===== src/hw/ptes_pkg.sv =====
/*
  Package for the PWM timer event, interrupt and status block:
  register indices, field positions, reset values, codes and the
  structs that carry timer-side signals.
  Assumes one clock domain and a byte-wide register file whose
  byte address on the bus is four times the index.
*/
package ptes_pkg;

  // ---------------------------------------------------------------
  // Register indices (byte address is index times four)
  // ---------------------------------------------------------------
  localparam logic [5:0] IDX_ENABLE = 6'h00;
  localparam logic [5:0] IDX_AUTO = 6'h02;
  localparam logic [5:0] IDX_CMD = 6'h04;
  localparam logic [5:0] IDX_EVB = 6'h09;
  localparam logic [5:0] IDX_IRQEN = 6'h0C;
  localparam logic [5:0] IDX_FLAGS = 6'h0D;
  localparam logic [5:0] IDX_STATUS = 6'h0E;
  localparam logic [5:0] IDX_INA = 6'h10;
  localparam logic [5:0] IDX_INB = 6'h11;
  localparam logic [5:0] IDX_DBG = 6'h1E;
  localparam logic [5:0] IDX_CMPBH = 6'h2F;

  // ---------------------------------------------------------------
  // Field positions and writable masks
  // ---------------------------------------------------------------
  localparam int EVB_CFG_LSB = 6;
  localparam int EVB_EDGE = 4;
  localparam int EVB_ACTION = 2;
  localparam int EVB_TRIG = 0;
  localparam logic [7:0] EVB_MASK = 8'hD5;
  localparam int IRQ_INPUT_B_TRIGGER_IRQ = 3;
  localparam int IRQ_INPUT_A_TRIGGER_IRQ = 2;
  localparam int IRQ_OVF = 0;
  localparam logic [7:0] IRQ_MASK = 8'h0D;
  localparam int ST_ACTB = 7;
  localparam int ST_ACTA = 6;
  localparam int ST_CMD = 1;
  localparam int ST_EN = 0;
  localparam int CMD_DIS_EOC = 7;
  localparam int AUTO_BIT = 1;
  localparam logic [7:0] MODE_MASK = 8'h0F;
  localparam logic [7:0] RST_BYTE = 8'h00;

  // ---------------------------------------------------------------
  // Codes and timing
  // ---------------------------------------------------------------
  localparam logic [1:0] CFG_NONE = 2'h0;
  localparam logic [1:0] CFG_FILT = 2'h1;
  localparam logic [1:0] CFG_ASYNC = 2'h2;
  localparam int FILTER_LEN = 4;
  localparam int SYNC_NS = 20;
  localparam int CLK_NS = 5;
  localparam int SYNC_CYCLES = (SYNC_NS + CLK_NS - 1) / CLK_NS;

  // ---------------------------------------------------------------
  // Types
  // ---------------------------------------------------------------
  typedef enum logic [3:0] {
    RESP_NONE, RESP_JUMP_OPP_HOLD, RESP_RUN_OPP_HOLD,
    RESP_RUN_OPP_FAULT, RESP_HALT_ALL_KEEP_PERIOD,
    RESP_DEADTIME_FAULT, RESP_HALT_ALL_NEXT_HOLD,
    RESP_HALT_UNTIL_SW, RESP_EDGE_STOP_NEXT,
    RESP_EDGE_STOP_KEEP_PERIOD, RESP_LEVEL_STOP_KEEP_PERIOD
  } ptes_fault_resp_t;

  typedef struct packed {
    logic cycle_end;
    logic trig_a;
    logic cap_a;
    logic cap_b;
    logic wave_a;
    logic wave_b;
    logic dbg_break;
  } ptes_timer_in_t;

  typedef struct packed {
    logic sync_eoc;
    logic sync_now;
    logic restart;
    logic cap_a;
    logic cap_b;
  } ptes_cmd_t;

  typedef struct packed {
    logic fault_level;
    logic fault_pulse;
    logic capture_pulse;
  } ptes_evt_out_t;

endpackage : ptes_pkg


===== src/hw/ptes_top.sv =====
/*
  PWM timer event-B input, interrupt flags, activity and sync
  status, fault response decode, behind an Avalon-MM slave.
  Assumes the timer core runs on clk_sys, presents its events as
  one-cycle pulses in ptes_timer_in_t, and the event pin is async.
*/
// Added by the designer: register access over Avalon-MM.
module ptes_top #(
  parameter int SYNC_LAT = ptes_pkg::SYNC_CYCLES
) (
  // Clock and reset
  input wire logic clk_sys,
  input wire logic sys_rst,
  // Avalon-MM slave
  input wire logic [7:0] address,
  input wire logic read,
  input wire logic write,
  input wire logic [31:0] writedata,
  output logic [31:0] readdata,
  output logic waitrequest,
  // Timer core side
  input wire logic event_b_pin,
  input wire ptes_pkg::ptes_timer_in_t timer_in,
  output ptes_pkg::ptes_cmd_t timer_cmd,
  output logic timer_enable,
  output ptes_pkg::ptes_evt_out_t event_b_out,
  output ptes_pkg::ptes_fault_resp_t resp_a,
  output ptes_pkg::ptes_fault_resp_t resp_b,
  // Interrupt
  output logic irq
);

  // Latency counters are four bits wide, so the value must fit
  if (SYNC_LAT < 1 || SYNC_LAT > 15)
  begin : g_lat_check
    $error("SYNC_LAT must lie in 1..15");
  end

  // Maps a mode code to its response; unlisted codes do nothing
  function automatic ptes_pkg::ptes_fault_resp_t decode_mode(
    input logic [3:0] m
  );
    ptes_pkg::ptes_fault_resp_t r;
    r = ptes_pkg::RESP_NONE;
    unique case (m)
      4'h1: r = ptes_pkg::RESP_JUMP_OPP_HOLD;
      4'h2: r = ptes_pkg::RESP_RUN_OPP_HOLD;
      4'h3: r = ptes_pkg::RESP_RUN_OPP_FAULT;
      4'h4: r = ptes_pkg::RESP_HALT_ALL_KEEP_PERIOD;
      4'h5: r = ptes_pkg::RESP_DEADTIME_FAULT;
      4'h6: r = ptes_pkg::RESP_HALT_ALL_NEXT_HOLD;
      4'h7: r = ptes_pkg::RESP_HALT_UNTIL_SW;
      4'h8: r = ptes_pkg::RESP_EDGE_STOP_NEXT;
      4'h9: r = ptes_pkg::RESP_EDGE_STOP_KEEP_PERIOD;
      4'hA: r = ptes_pkg::RESP_LEVEL_STOP_KEEP_PERIOD;
      default: r = ptes_pkg::RESP_NONE;
    endcase
    return r;
  endfunction : decode_mode

  // ---------------------------------------------------------------
  // Bus slave
  // ---------------------------------------------------------------
  logic wait_r, wait_nxt;
  logic [31:0] rdata_r, rdata_nxt;
  logic [5:0] idx;
  logic wr_go;
  logic [7:0] wbyte;
  logic [7:0] rbyte;

  logic [7:0] evb_r, evb_nxt, irqen_r, irqen_nxt;
  logic [7:0] flags_r, flags_nxt;
  logic [1:0] act_r, act_nxt;
  logic [3:0] mode_a_r, mode_a_nxt, mode_b_r, mode_b_nxt;
  logic auto_r, auto_nxt, dbg_run_r, dbg_run_nxt;
  logic enable_r, enable_nxt;
  logic cmd_rdy_r, cmd_rdy_nxt, en_rdy_r, en_rdy_nxt;

  assign idx = address[7:2];
  assign wbyte = writedata[7:0];
  // A write lands at the edge where waitrequest is seen low
  assign wr_go = write && !wait_r;

  // Read mux; unmapped indices read as zero
  always_comb
  begin
    rbyte = 8'h00;
    unique case (idx)
      ptes_pkg::IDX_ENABLE: rbyte = {7'h00, enable_r};
      ptes_pkg::IDX_AUTO: rbyte = {6'h00, auto_r, 1'b0};
      ptes_pkg::IDX_EVB: rbyte = evb_r;
      ptes_pkg::IDX_IRQEN: rbyte = irqen_r;
      ptes_pkg::IDX_FLAGS: rbyte = flags_r;
      ptes_pkg::IDX_STATUS:
        rbyte = {act_r, 4'h0, cmd_rdy_r, en_rdy_r};
      ptes_pkg::IDX_INA: rbyte = {4'h0, mode_a_r};
      ptes_pkg::IDX_INB: rbyte = {4'h0, mode_b_r};
      ptes_pkg::IDX_DBG: rbyte = {7'h00, dbg_run_r};
      default: rbyte = 8'h00;
    endcase
  end

  // One wait cycle per request, then a single ready cycle
  always_comb
  begin
    wait_nxt = !((read || write) && wait_r);
    rdata_nxt = rdata_r;
    if (read && wait_r)
      rdata_nxt = {24'h000000, rbyte};
  end

  always_ff @(posedge clk_sys)
  begin
    if (sys_rst)
    begin
      wait_r <= 1'b1;
      rdata_r <= 32'h00000000;
    end
    else
    begin
      wait_r <= wait_nxt;
      rdata_r <= rdata_nxt;
    end
  end

  assign waitrequest = wait_r;
  assign readdata = rdata_r;

  // ---------------------------------------------------------------
  // Configuration registers
  // ---------------------------------------------------------------
  always_comb
  begin
    evb_nxt = evb_r;
    irqen_nxt = irqen_r;
    mode_a_nxt = mode_a_r;
    mode_b_nxt = mode_b_r;
    auto_nxt = auto_r;
    dbg_run_nxt = dbg_run_r;
    if (wr_go)
    begin
      unique case (idx)
        ptes_pkg::IDX_EVB: evb_nxt = wbyte & ptes_pkg::EVB_MASK;
        ptes_pkg::IDX_IRQEN:
          irqen_nxt = wbyte & ptes_pkg::IRQ_MASK;
        ptes_pkg::IDX_INA: mode_a_nxt = wbyte[3:0];
        ptes_pkg::IDX_INB: mode_b_nxt = wbyte[3:0];
        ptes_pkg::IDX_AUTO: auto_nxt = wbyte[ptes_pkg::AUTO_BIT];
        ptes_pkg::IDX_DBG: dbg_run_nxt = wbyte[0];
        default: ;
      endcase
    end
  end

  always_ff @(posedge clk_sys)
  begin
    if (sys_rst)
    begin
      evb_r <= ptes_pkg::RST_BYTE;
      irqen_r <= ptes_pkg::RST_BYTE;
      mode_a_r <= 4'h0;
      mode_b_r <= 4'h0;
      auto_r <= 1'b0;
      dbg_run_r <= 1'b0;
    end
    else
    begin
      evb_r <= evb_nxt;
      irqen_r <= irqen_nxt;
      mode_a_r <= mode_a_nxt;
      mode_b_r <= mode_b_nxt;
      auto_r <= auto_nxt;
      dbg_run_r <= dbg_run_nxt;
    end
  end

  // ---------------------------------------------------------------
  // Event B input path
  // ---------------------------------------------------------------
  logic ev_s1_r, ev_s2_r, stage_r, filt_r, filt_nxt, prev_r;
  logic [ptes_pkg::FILTER_LEN-1:0] hist_r;
  logic [1:0] cfg;
  logic qual, active, rise, trig_en;
  ptes_pkg::ptes_evt_out_t evo_r, evo_nxt;

  assign cfg = evb_r[ptes_pkg::EVB_CFG_LSB +: 2];
  assign trig_en = evb_r[ptes_pkg::EVB_TRIG];

  // Filter flips only once the whole history agrees
  always_comb
  begin
    filt_nxt = filt_r;
    if (&hist_r)
      filt_nxt = 1'b1;
    else if (~|hist_r)
      filt_nxt = 1'b0;
  end

  // Path choice; the filter costs four more edges than plain
  always_comb
  begin
    unique case (cfg)
      ptes_pkg::CFG_FILT: qual = filt_r;
      ptes_pkg::CFG_ASYNC: qual = ev_s2_r;
      default: qual = stage_r;
    endcase
    active = evb_r[ptes_pkg::EVB_EDGE] ? qual : !qual;
    rise = active && !prev_r;
    evo_nxt.fault_level = trig_en && active;
    evo_nxt.fault_pulse = trig_en && rise;
    evo_nxt.capture_pulse =
      trig_en && rise && evb_r[ptes_pkg::EVB_ACTION];
  end

  always_ff @(posedge clk_sys)
  begin
    if (sys_rst)
    begin
      ev_s1_r <= 1'b0;
      ev_s2_r <= 1'b0;
      stage_r <= 1'b0;
      hist_r <= '0;
      filt_r <= 1'b0;
      prev_r <= 1'b0;
      evo_r <= '0;
    end
    else
    begin
      ev_s1_r <= event_b_pin;
      ev_s2_r <= ev_s1_r;
      stage_r <= ev_s2_r;
      hist_r <= {hist_r[ptes_pkg::FILTER_LEN-2:0], ev_s2_r};
      filt_r <= filt_nxt;
      prev_r <= active;
      evo_r <= evo_nxt;
    end
  end

  assign event_b_out = evo_r;

  // ---------------------------------------------------------------
  // Flags, activity and interrupt line
  // ---------------------------------------------------------------
  logic [7:0] flag_set, flag_clr;
  logic [1:0] wave_prev_r, act_set, act_clr;
  logic irq_r, irq_nxt;

  // Set beats a clear arriving in the same cycle
  always_comb
  begin
    flag_set = 8'h00;
    flag_set[ptes_pkg::IRQ_INPUT_B_TRIGGER_IRQ] = evo_nxt.fault_pulse
      || timer_in.cap_b;
    flag_set[ptes_pkg::IRQ_INPUT_A_TRIGGER_IRQ] = timer_in.trig_a
      || timer_in.cap_a;
    flag_set[ptes_pkg::IRQ_OVF] = timer_in.cycle_end;
    flag_clr = 8'h00;
    if (wr_go && idx == ptes_pkg::IDX_FLAGS)
      flag_clr = wbyte & ptes_pkg::IRQ_MASK;
    flags_nxt = (flags_r & ~flag_clr) | flag_set;
    act_set = {timer_in.wave_b ^ wave_prev_r[1],
               timer_in.wave_a ^ wave_prev_r[0]};
    act_clr = 2'b00;
    if (wr_go && idx == ptes_pkg::IDX_STATUS)
      act_clr = {wbyte[ptes_pkg::ST_ACTB], wbyte[ptes_pkg::ST_ACTA]};
    act_nxt = (act_r & ~act_clr) | act_set;
    irq_nxt = |(flags_nxt & irqen_r);
  end

  always_ff @(posedge clk_sys)
  begin
    if (sys_rst)
    begin
      flags_r <= ptes_pkg::RST_BYTE;
      act_r <= 2'b00;
      wave_prev_r <= 2'b00;
      irq_r <= 1'b0;
    end
    else
    begin
      flags_r <= flags_nxt;
      act_r <= act_nxt;
      wave_prev_r <= {timer_in.wave_b, timer_in.wave_a};
      irq_r <= irq_nxt;
    end
  end

  assign irq = irq_r;

  // ---------------------------------------------------------------
  // Command and enable handshakes into the timer
  // ---------------------------------------------------------------
  logic [3:0] cmd_cnt_r, cmd_cnt_nxt, en_cnt_r, en_cnt_nxt;
  ptes_pkg::ptes_cmd_t pend_r, pend_nxt, cmd_r, cmd_nxt, strobes;
  logic cmd_wr, cmpbh_wr, new_cmd, en_wr, dis_wr, brk;
  logic dis_pend_r, dis_pend_nxt, ten_r, ten_nxt;
  logic [3:0] lat;

  assign lat = 4'(SYNC_LAT);
  assign cmd_wr = wr_go && idx == ptes_pkg::IDX_CMD;
  assign strobes = ptes_pkg::ptes_cmd_t'(
    {wbyte[0], wbyte[1], wbyte[2], wbyte[3], wbyte[4]});
  assign cmpbh_wr = wr_go && idx == ptes_pkg::IDX_CMPBH && auto_r;
  // A strobe while busy is dropped, so software polls first
  assign new_cmd = cmd_rdy_r
    && ((cmd_wr && |strobes) || cmpbh_wr);
  assign en_wr = wr_go && idx == ptes_pkg::IDX_ENABLE;
  assign dis_wr = cmd_wr && wbyte[ptes_pkg::CMD_DIS_EOC] && en_rdy_r;
  assign brk = timer_in.dbg_break && !dbg_run_r;

  // Command crossing: latency count, then one-cycle strobe
  always_comb
  begin
    cmd_rdy_nxt = cmd_rdy_r;
    cmd_cnt_nxt = cmd_cnt_r;
    pend_nxt = pend_r;
    cmd_nxt = '0;
    if (new_cmd)
    begin
      pend_nxt = strobes;
      pend_nxt.sync_eoc = strobes.sync_eoc || cmpbh_wr;
      cmd_cnt_nxt = lat;
      cmd_rdy_nxt = 1'b0;
    end
    else if (!cmd_rdy_r)
    begin
      cmd_cnt_nxt = cmd_cnt_r - 4'h1;
      if (cmd_cnt_r == 4'h1)
      begin
        cmd_rdy_nxt = 1'b1;
        cmd_nxt = pend_r;
      end
    end
  end

  // Enable crossing; disable-at-end holds ready low till cycle end, then for the latency count
  always_comb
  begin
    enable_nxt = enable_r;
    en_rdy_nxt = en_rdy_r;
    en_cnt_nxt = en_cnt_r;
    dis_pend_nxt = dis_pend_r;
    ten_nxt = ten_r;
    if (en_wr || brk)
    begin
      if (en_wr)
        enable_nxt = wbyte[0];
      en_rdy_nxt = 1'b0;
      en_cnt_nxt = lat;
    end
    else if (dis_wr)
    begin
      dis_pend_nxt = 1'b1;
      en_rdy_nxt = 1'b0;
    end
    else if (dis_pend_r)
    begin
      if (timer_in.cycle_end)
      begin
        dis_pend_nxt = 1'b0;
        enable_nxt = 1'b0;
        ten_nxt = 1'b0;
        en_cnt_nxt = lat;
      end
    end
    else if (!en_rdy_r)
    begin
      en_cnt_nxt = en_cnt_r - 4'h1;
      if (en_cnt_r == 4'h1)
      begin
        en_rdy_nxt = 1'b1;
        ten_nxt = enable_r;
      end
    end
  end

  always_ff @(posedge clk_sys)
  begin
    if (sys_rst)
    begin
      cmd_rdy_r <= 1'b0;
      cmd_cnt_r <= 4'(ptes_pkg::SYNC_CYCLES);
      pend_r <= '0;
      cmd_r <= '0;
      enable_r <= 1'b0;
      en_rdy_r <= 1'b0;
      en_cnt_r <= 4'(ptes_pkg::SYNC_CYCLES);
      dis_pend_r <= 1'b0;
      ten_r <= 1'b0;
    end
    else
    begin
      cmd_rdy_r <= cmd_rdy_nxt;
      cmd_cnt_r <= cmd_cnt_nxt;
      pend_r <= pend_nxt;
      cmd_r <= cmd_nxt;
      enable_r <= enable_nxt;
      en_rdy_r <= en_rdy_nxt;
      en_cnt_r <= en_cnt_nxt;
      dis_pend_r <= dis_pend_nxt;
      ten_r <= ten_nxt;
    end
  end

  assign timer_cmd = cmd_r;
  assign timer_enable = ten_r;

  // ---------------------------------------------------------------
  // Fault response decode
  // ---------------------------------------------------------------
  ptes_pkg::ptes_fault_resp_t ra_r, ra_nxt, rb_r, rb_nxt;

  // Registered so the timer sees a clean code
  always_comb
  begin
    ra_nxt = decode_mode(mode_a_r);
    rb_nxt = decode_mode(mode_b_r);
  end

  always_ff @(posedge clk_sys)
  begin
    if (sys_rst)
    begin
      ra_r <= ptes_pkg::RESP_NONE;
      rb_r <= ptes_pkg::RESP_NONE;
    end
    else
    begin
      ra_r <= ra_nxt;
      rb_r <= rb_nxt;
    end
  end

  assign resp_a = ra_r;
  assign resp_b = rb_r;
endmodule : ptes_top


===== config.mk =====
export PLATFORM = sky130hd
export DESIGN_NAME = ptes_top
export DESIGN_NICKNAME = d
export VERILOG_FILES = /design/src/hw/ptes_pkg.sv /design/src/hw/ptes_top.sv
export SDC_FILE = /design/constraint.sdc
export NUM_CORES = 1
export LEC_CHECK = 0
export CORE_MARGIN = 3
export CORE_UTILIZATION = 62
export DETAILED_ROUTE_END_ITERATION = 12
export DONT_BUFFER_PORTS = 1
export GPL_TIMING_DRIVEN = 0
export HOLD_SLACK_MARGIN = 0.08
export PLACE_DENSITY_LB_ADDON = 0.25
export SLEW_MARGIN = 20
export SYNTH_ARGS = -nofsm -noshare
export SYNTH_HDL_FRONTEND = slang
export SYNTH_SLANG_ARGS = --single-unit

===== constraint.sdc =====
create_clock -name clk_sys -period 2.6 [get_ports clk_sys]
set_clock_uncertainty 0.05 [all_clocks]
set_input_delay 0.52 -clock clk_sys [delete_from_list [all_inputs] [get_ports clk_sys]]
set_output_delay 0.52 -clock clk_sys [all_outputs]
set_load 0.05 [all_outputs]

==> flow_summary.yaml, run 1 <==
synthesis:
  postSynthCellCount: 369
  synth.distinct_cells: 53
  netlist_area_sq_um: 3380
  synth-seq-cells: 76
  yosys_warnings: 0
  yosysSeqAreaShare: 0.450
  syn_avg_cell_area_sq_um: 9.17
  synth-main-ff-cell: "dfxtp_1"
  async_reset_ff_frac: 0
  synth_edf_count: 0
drt:
  antenna_left: 0
  drcViolationCount: 0
  firstDrtPassIters: 5
  vias: 2770
  wl_per_cell_um: 16.3
  viasPerCell: 5.78
  first_iter_violations: 287
  wl_um: 7820
floorplan:
  die_area_sq_um: 6380
  ios: 103
  die_h_um: 79.9
  die_w_um: 79.9
  num_rows: 26
  floorplan.initialDensity: 0.650
  coreArea_sq_um: 5200
sta:
  slew_viol_final: 0
  fmax_ghz: 0.441
  min_period_ns: 2.27
  relSlewSlack: 0.533
  worst_pin_slew_ns: 0.695
  grt_setup_unrepaired: "false"
  min_period_over_period: 0.872
  tns_ns: 0
  hold_viol: 0
  finalSetupViolations: 0
clock_tree:
  cts.htree.levels: 3
  clock_path_buffers: 2
  worstSkewPairLatency_ns: 0.34
  cts.sinks: 76
  cts.repair.resized: 0
  cts_tree: "yes"
  cts_setup_buffers: 0
  hold_buffers: 0
  cts_buffers: 9
  cts.clk_slew.worst_paths_ns: 0.08
  root_buffer: "clkbuf_8"
global_routing:
  grt_pass1_vias: 2559
  grt_max_degree: 13
  grt_pass1_wl_um: 12500
  grt_usage: 0.257
  antenna_found_initial: 0
  overflow: 0
place:
  place_congestion: 0.947
  dp_hpwl_um: 5610
  port_buffers: 0
final_layout:
  final_nets: 462
  final_common_cell: "dfxtp_1"
  area_growth_pct: 12.2
  final_cell_mix: "76 x dfxtp_1, 43 x nor2_1, 26 x buf_4"
  drive_gt1_frac: 0.125
  final.fill_count: 382
  utilization: 0.729
  diodes: 0
critical_path:
  crit_path_end_kind: "flip-flop"
  cp_max_fo: 10
  cp_data_required_time_ns: 2.76
  timing_worst_setup_path_type: "input pin to flip-flop"
  cp-start-kind: "input pin"
  worstPathArrival_ns: 2.43
power_and_ir_drop:
  p_per_area_nw_per_um2: 684
  power_frac_comb: 0.120
  internal_power_mw: 1.93
  leakagePower_nw: 1.62
  power_switching_mw: 0.663
  peakVddDrop_mv: 0.520
  power_frac_clock: 0.399
  p_seq_frac: 0.481
  switching_share: 0.255
run:
  cap_viol_max_count: 0
min_path:
  hold_path.class: "input pin to flip-flop"
status:
  status: "finished clean"
[registers in the layout, indices dropped and copies added, names as in the netlist, 5 cells and up]
| name | cells |
|---|---|
| evb_r | 5 |
| timer_cmd | 5 |
| readdata | 7 |
| pend_r | 5 |
[power by group through the flow]
stage | clock (mW) | sequential [mW] | combinational, mW
after floorplan | 0 | 1.27 | 0.268
after global placement | 0 | 1.27 | 0.296
after detailed placement | 0 | 1.27 | 0.306
after CTS | 1.04 | 1.25 | 0.307
after global routing | 1.10 | 1.26 | 0.341
final | 1.04 | 1.25 | 0.312
[final timing paths]
check / start / end / slack [ns] / cells after the start
min: read / waitrequest / 0.22 / 1
max reg2reg: waitrequest / evb_r[6] / 0.44 / 5
max: address[2] / evb_r[6] / 0.33 / 6
min reg2reg: ev_s1_r / ev_s2_r / 0.40 / 1
[layer usage]
| layer | wire (um) | GRT usage |
|---|---|---|
| met5 | 0 | 0 |
| met4 | 170 | 0.108 |
| met3 | 995 | 0.0858 |
| met2 | 3550 | 0.407 |
| met1 | 3110 | 0.318 |
[kinds of logic (layout without fill, tap and decap cells)]
| kind of cell | Yosys count | count (layout) | synth area share |
|---|---|---|---|
| simple gates | 136 | 136 | 0.218 |
| buf+inv | 56 | 72 | 0.0910 |
| flops | 76 | 76 | 0.450 |
| mux | 25 | 25 | 0.0740 |
| xor+xnor | 7 | 7 | 0.0181 |
| other cells | 1 | 25 | 0.00111 |
| fa+ha+maj | 6 | 6 | 0.0222 |
| compound gates | 62 | 62 | 0.125 |
[stage by stage]
step	instances	power [mW]	hold WS, ns	setup WS, ns	area, sq um
finish	479	2.60	0.224	0.334	3800
global route	479	2.70	0.221	0.232	3800
CTS	479	2.60	0.223	0.439	3800
detailed placement	463	1.58	0.380	0.0839	3560
global placement	463	1.57	0.371	0.0772	3560
floorplan	393	1.54	0.364	0.386	3470
[critical path, cell delays in order]
cell and delay [ns]:
clkbuf_1 0.39, nand2b_1 0.23, nor4_2 0.57, nand2_1 0.40
mux2i_1 0.26, nor2_1 0.06
[area by class of cell]
type	count	area, sq um	area share
Clock inverter	3	67.6	0.0178
Clock buffer	13	169	0.0445
Multi-Input combinational cell	261	1640	0.433
Inverter	18	67.6	0.0178
Tap cell	70	87.6	0.0231
Sequential cell	76	1520	0.401
Buffer	38	240	0.0633
[synthesized netlist by cell type, types with 6 or more instances]
library cell | count | share of area
a21oi_1 | 16 | 0.024
a221oi_1 | 6 | 0.016
and2_1 | 7 | 0.013
buf_4 | 26 | 0.058
clkbuf_1 | 10 | 0.011
dfxtp_1 | 76 | 0.45
ha_1 | 6 | 0.022
inv_1 | 18 | 0.020
mux2i_1 | 25 | 0.074
nand2_1 | 19 | 0.021
nor2_1 | 43 | 0.048
nor2b_1 | 15 | 0.028
nor3_1 | 13 | 0.019
o21ai_0 | 16 | 0.024
xnor2_1 | 6 | 0.016
Power figures use the tool's default switching activity.
==> run 2: changes to the inputs <==
- CORE_MARGIN: 3 -> 5
==> run 2 against run 1 <==
Final cell count stayed put; worst hold slack gained 0.0014 ns; sequential power barely moved; wire length is 2.6% higher; setup slack improved by 0.018 ns; via count down 0.76%; register-to-register slack got worse by 0.02 ns; critical path depth stayed put; clock power is 11% lower; highest routed layer unchanged.
==> flow_summary.yaml, run 2 (synthesis gave the netlist of run 1 again) <==
drt:
  firstDrtPassIters: 5
  vias: 2749
  antenna_left: 0
  wl_per_cell_um: 16.8
  wl_um: 8030
  first_iter_violations: 327
  viasPerCell: 5.74
  drcViolationCount: 0
sta:
  finalSetupViolations: 0
  min_period_ns: 2.25
  relSlewSlack: 0.534
  fmax_ghz: 0.445
  min_period_over_period: 0.865
  hold_viol: 0
  grt_setup_unrepaired: "false"
  worst_pin_slew_ns: 0.697
  slew_viol_final: 0
  tns_ns: 0
clock_tree:
  clock_path_buffers: 2
  cts_buffers: 9
  cts.sinks: 76
  cts.htree.levels: 3
  cts.clk_slew.worst_paths_ns: 0.08
  hold_buffers: 0
  root_buffer: "clkbuf_8"
  cts_setup_buffers: 0
  cts.repair.resized: 0
  worstSkewPairLatency_ns: 0.36
  cts_tree: "yes"
power_and_ir_drop:
  finalPower_mw: 2.48
  leakagePower_nw: 1.61
  peakVddDrop_mv: 0.508
  p_per_area_nw_per_um2: 660
global_routing:
  overflow: 0
  grt_max_degree: 13
  grt_usage: 0.239
  grt_pass1_vias: 2768
  grt_pass1_wl_um: 13400
  antenna_found_initial: 0
critical_path:
  rrSetupSlack_ns: 0.42
  r2r_cells: 5
  crit_path_end_kind: "flip-flop"
  startpoint: "address[2]"
  critPathCapture: "evb_r[2]"
  cp_data_required_time_ns: 2.78
  cp-start-kind: "input pin"
  cp_max_fo: 10
  timing_worst_setup_path_type: "input pin to flip-flop"
  worstPathArrival_ns: 2.42
  reg2reg_from: "waitrequest"
  r2r_end: "evb_r[2]"
floorplan:
  num_rows: 26
  die_area_sq_um: 7030
  ios: 103
  die_w_um: 83.9
  die_h_um: 83.9
  floorplan.initialDensity: 0.650
  coreArea_sq_um: 5200
place:
  port_buffers: 0
  dp_hpwl_um: 5910
  place_congestion: 0.906
final_layout:
  final_cell_mix: "76 x dfxtp_1, 43 x nor2_1, 26 x buf_4"
  drive_gt1_frac: 0.125
  diodes: 0
  final_nets: 462
  largest_reg_flops: 7
  final_common_cell: "dfxtp_1"
  area_growth_pct: 11.2
min_path:
  hold_path.class: "input pin to flip-flop"
status:
  status: "finished clean"
run:
  cap_viol_max_count: 0
## run 2: cell types whose count changed in the layout (fill, tap and decap cells not counted)
cell,delta
clkinv_2,+2
clkbuf_8,-1
bufinv_16,-1
## run 2: layout make-up
type                       count  area (sq um)
buffer                        38           240
sequential                    76          1520
tap                           70          87.6
clock buffer                  12           155
clock inverter                 4          47.5
inverter                      18          67.6
multi-input combinational    261          1640
fill                         413          1440
## run 2: worst min-delay path by stage
stage | cells past startpoint | end | start
finish | 1 | waitrequest | read
global route | 1 | waitrequest | read
CTS | 1 | waitrequest | read
detailed placement | 1 | ev_s2_r | ev_s1_r
global placement | 1 | ev_s2_r | ev_s1_r
floorplan | 1 | ev_s2_r | ev_s1_r
## run 2: worst max-delay path: stages
cell	delay, ns
clkbuf_1	0.41
nand2b_1	0.25
nor4_2	0.56
nand2_1	0.38
mux2i_1	0.25
nor2_1	0.06
## run 2: metal layers
metal | up-vias | global-route usage | routed length [um]
li1 | 1310 | - | -
met1 | 1266 | 0.294 | 3290
met5 | - | 0 | 0
met4 | 0 | 0.0877 | 166
met3 | 21 | 0.103 | 960
met2 | 152 | 0.373 | 3610
## run 2: power by group
| group | internal [mW] | switching, mW |
|---|---|---|
| registers | 1.21 | 0.0412 |
| logic | 0.109 | 0.205 |
| clock network | 0.493 | 0.429 |
## run 2: stage by stage
step	hold WS [ns]	util	area, sq um	setup slack (ns)	cells
2_1_floorplan	0.364	-	3470	0.386	393
3_3_place_gp	0.386	0.684	3560	0.0772	463
3_5_place_dp	0.385	0.684	3560	0.0548	463
4_1_cts	0.218	0.723	3760	0.418	479
5_1_grt	0.212	0.723	3760	0.199	479
6_report	0.226	0.723	3760	0.352	479
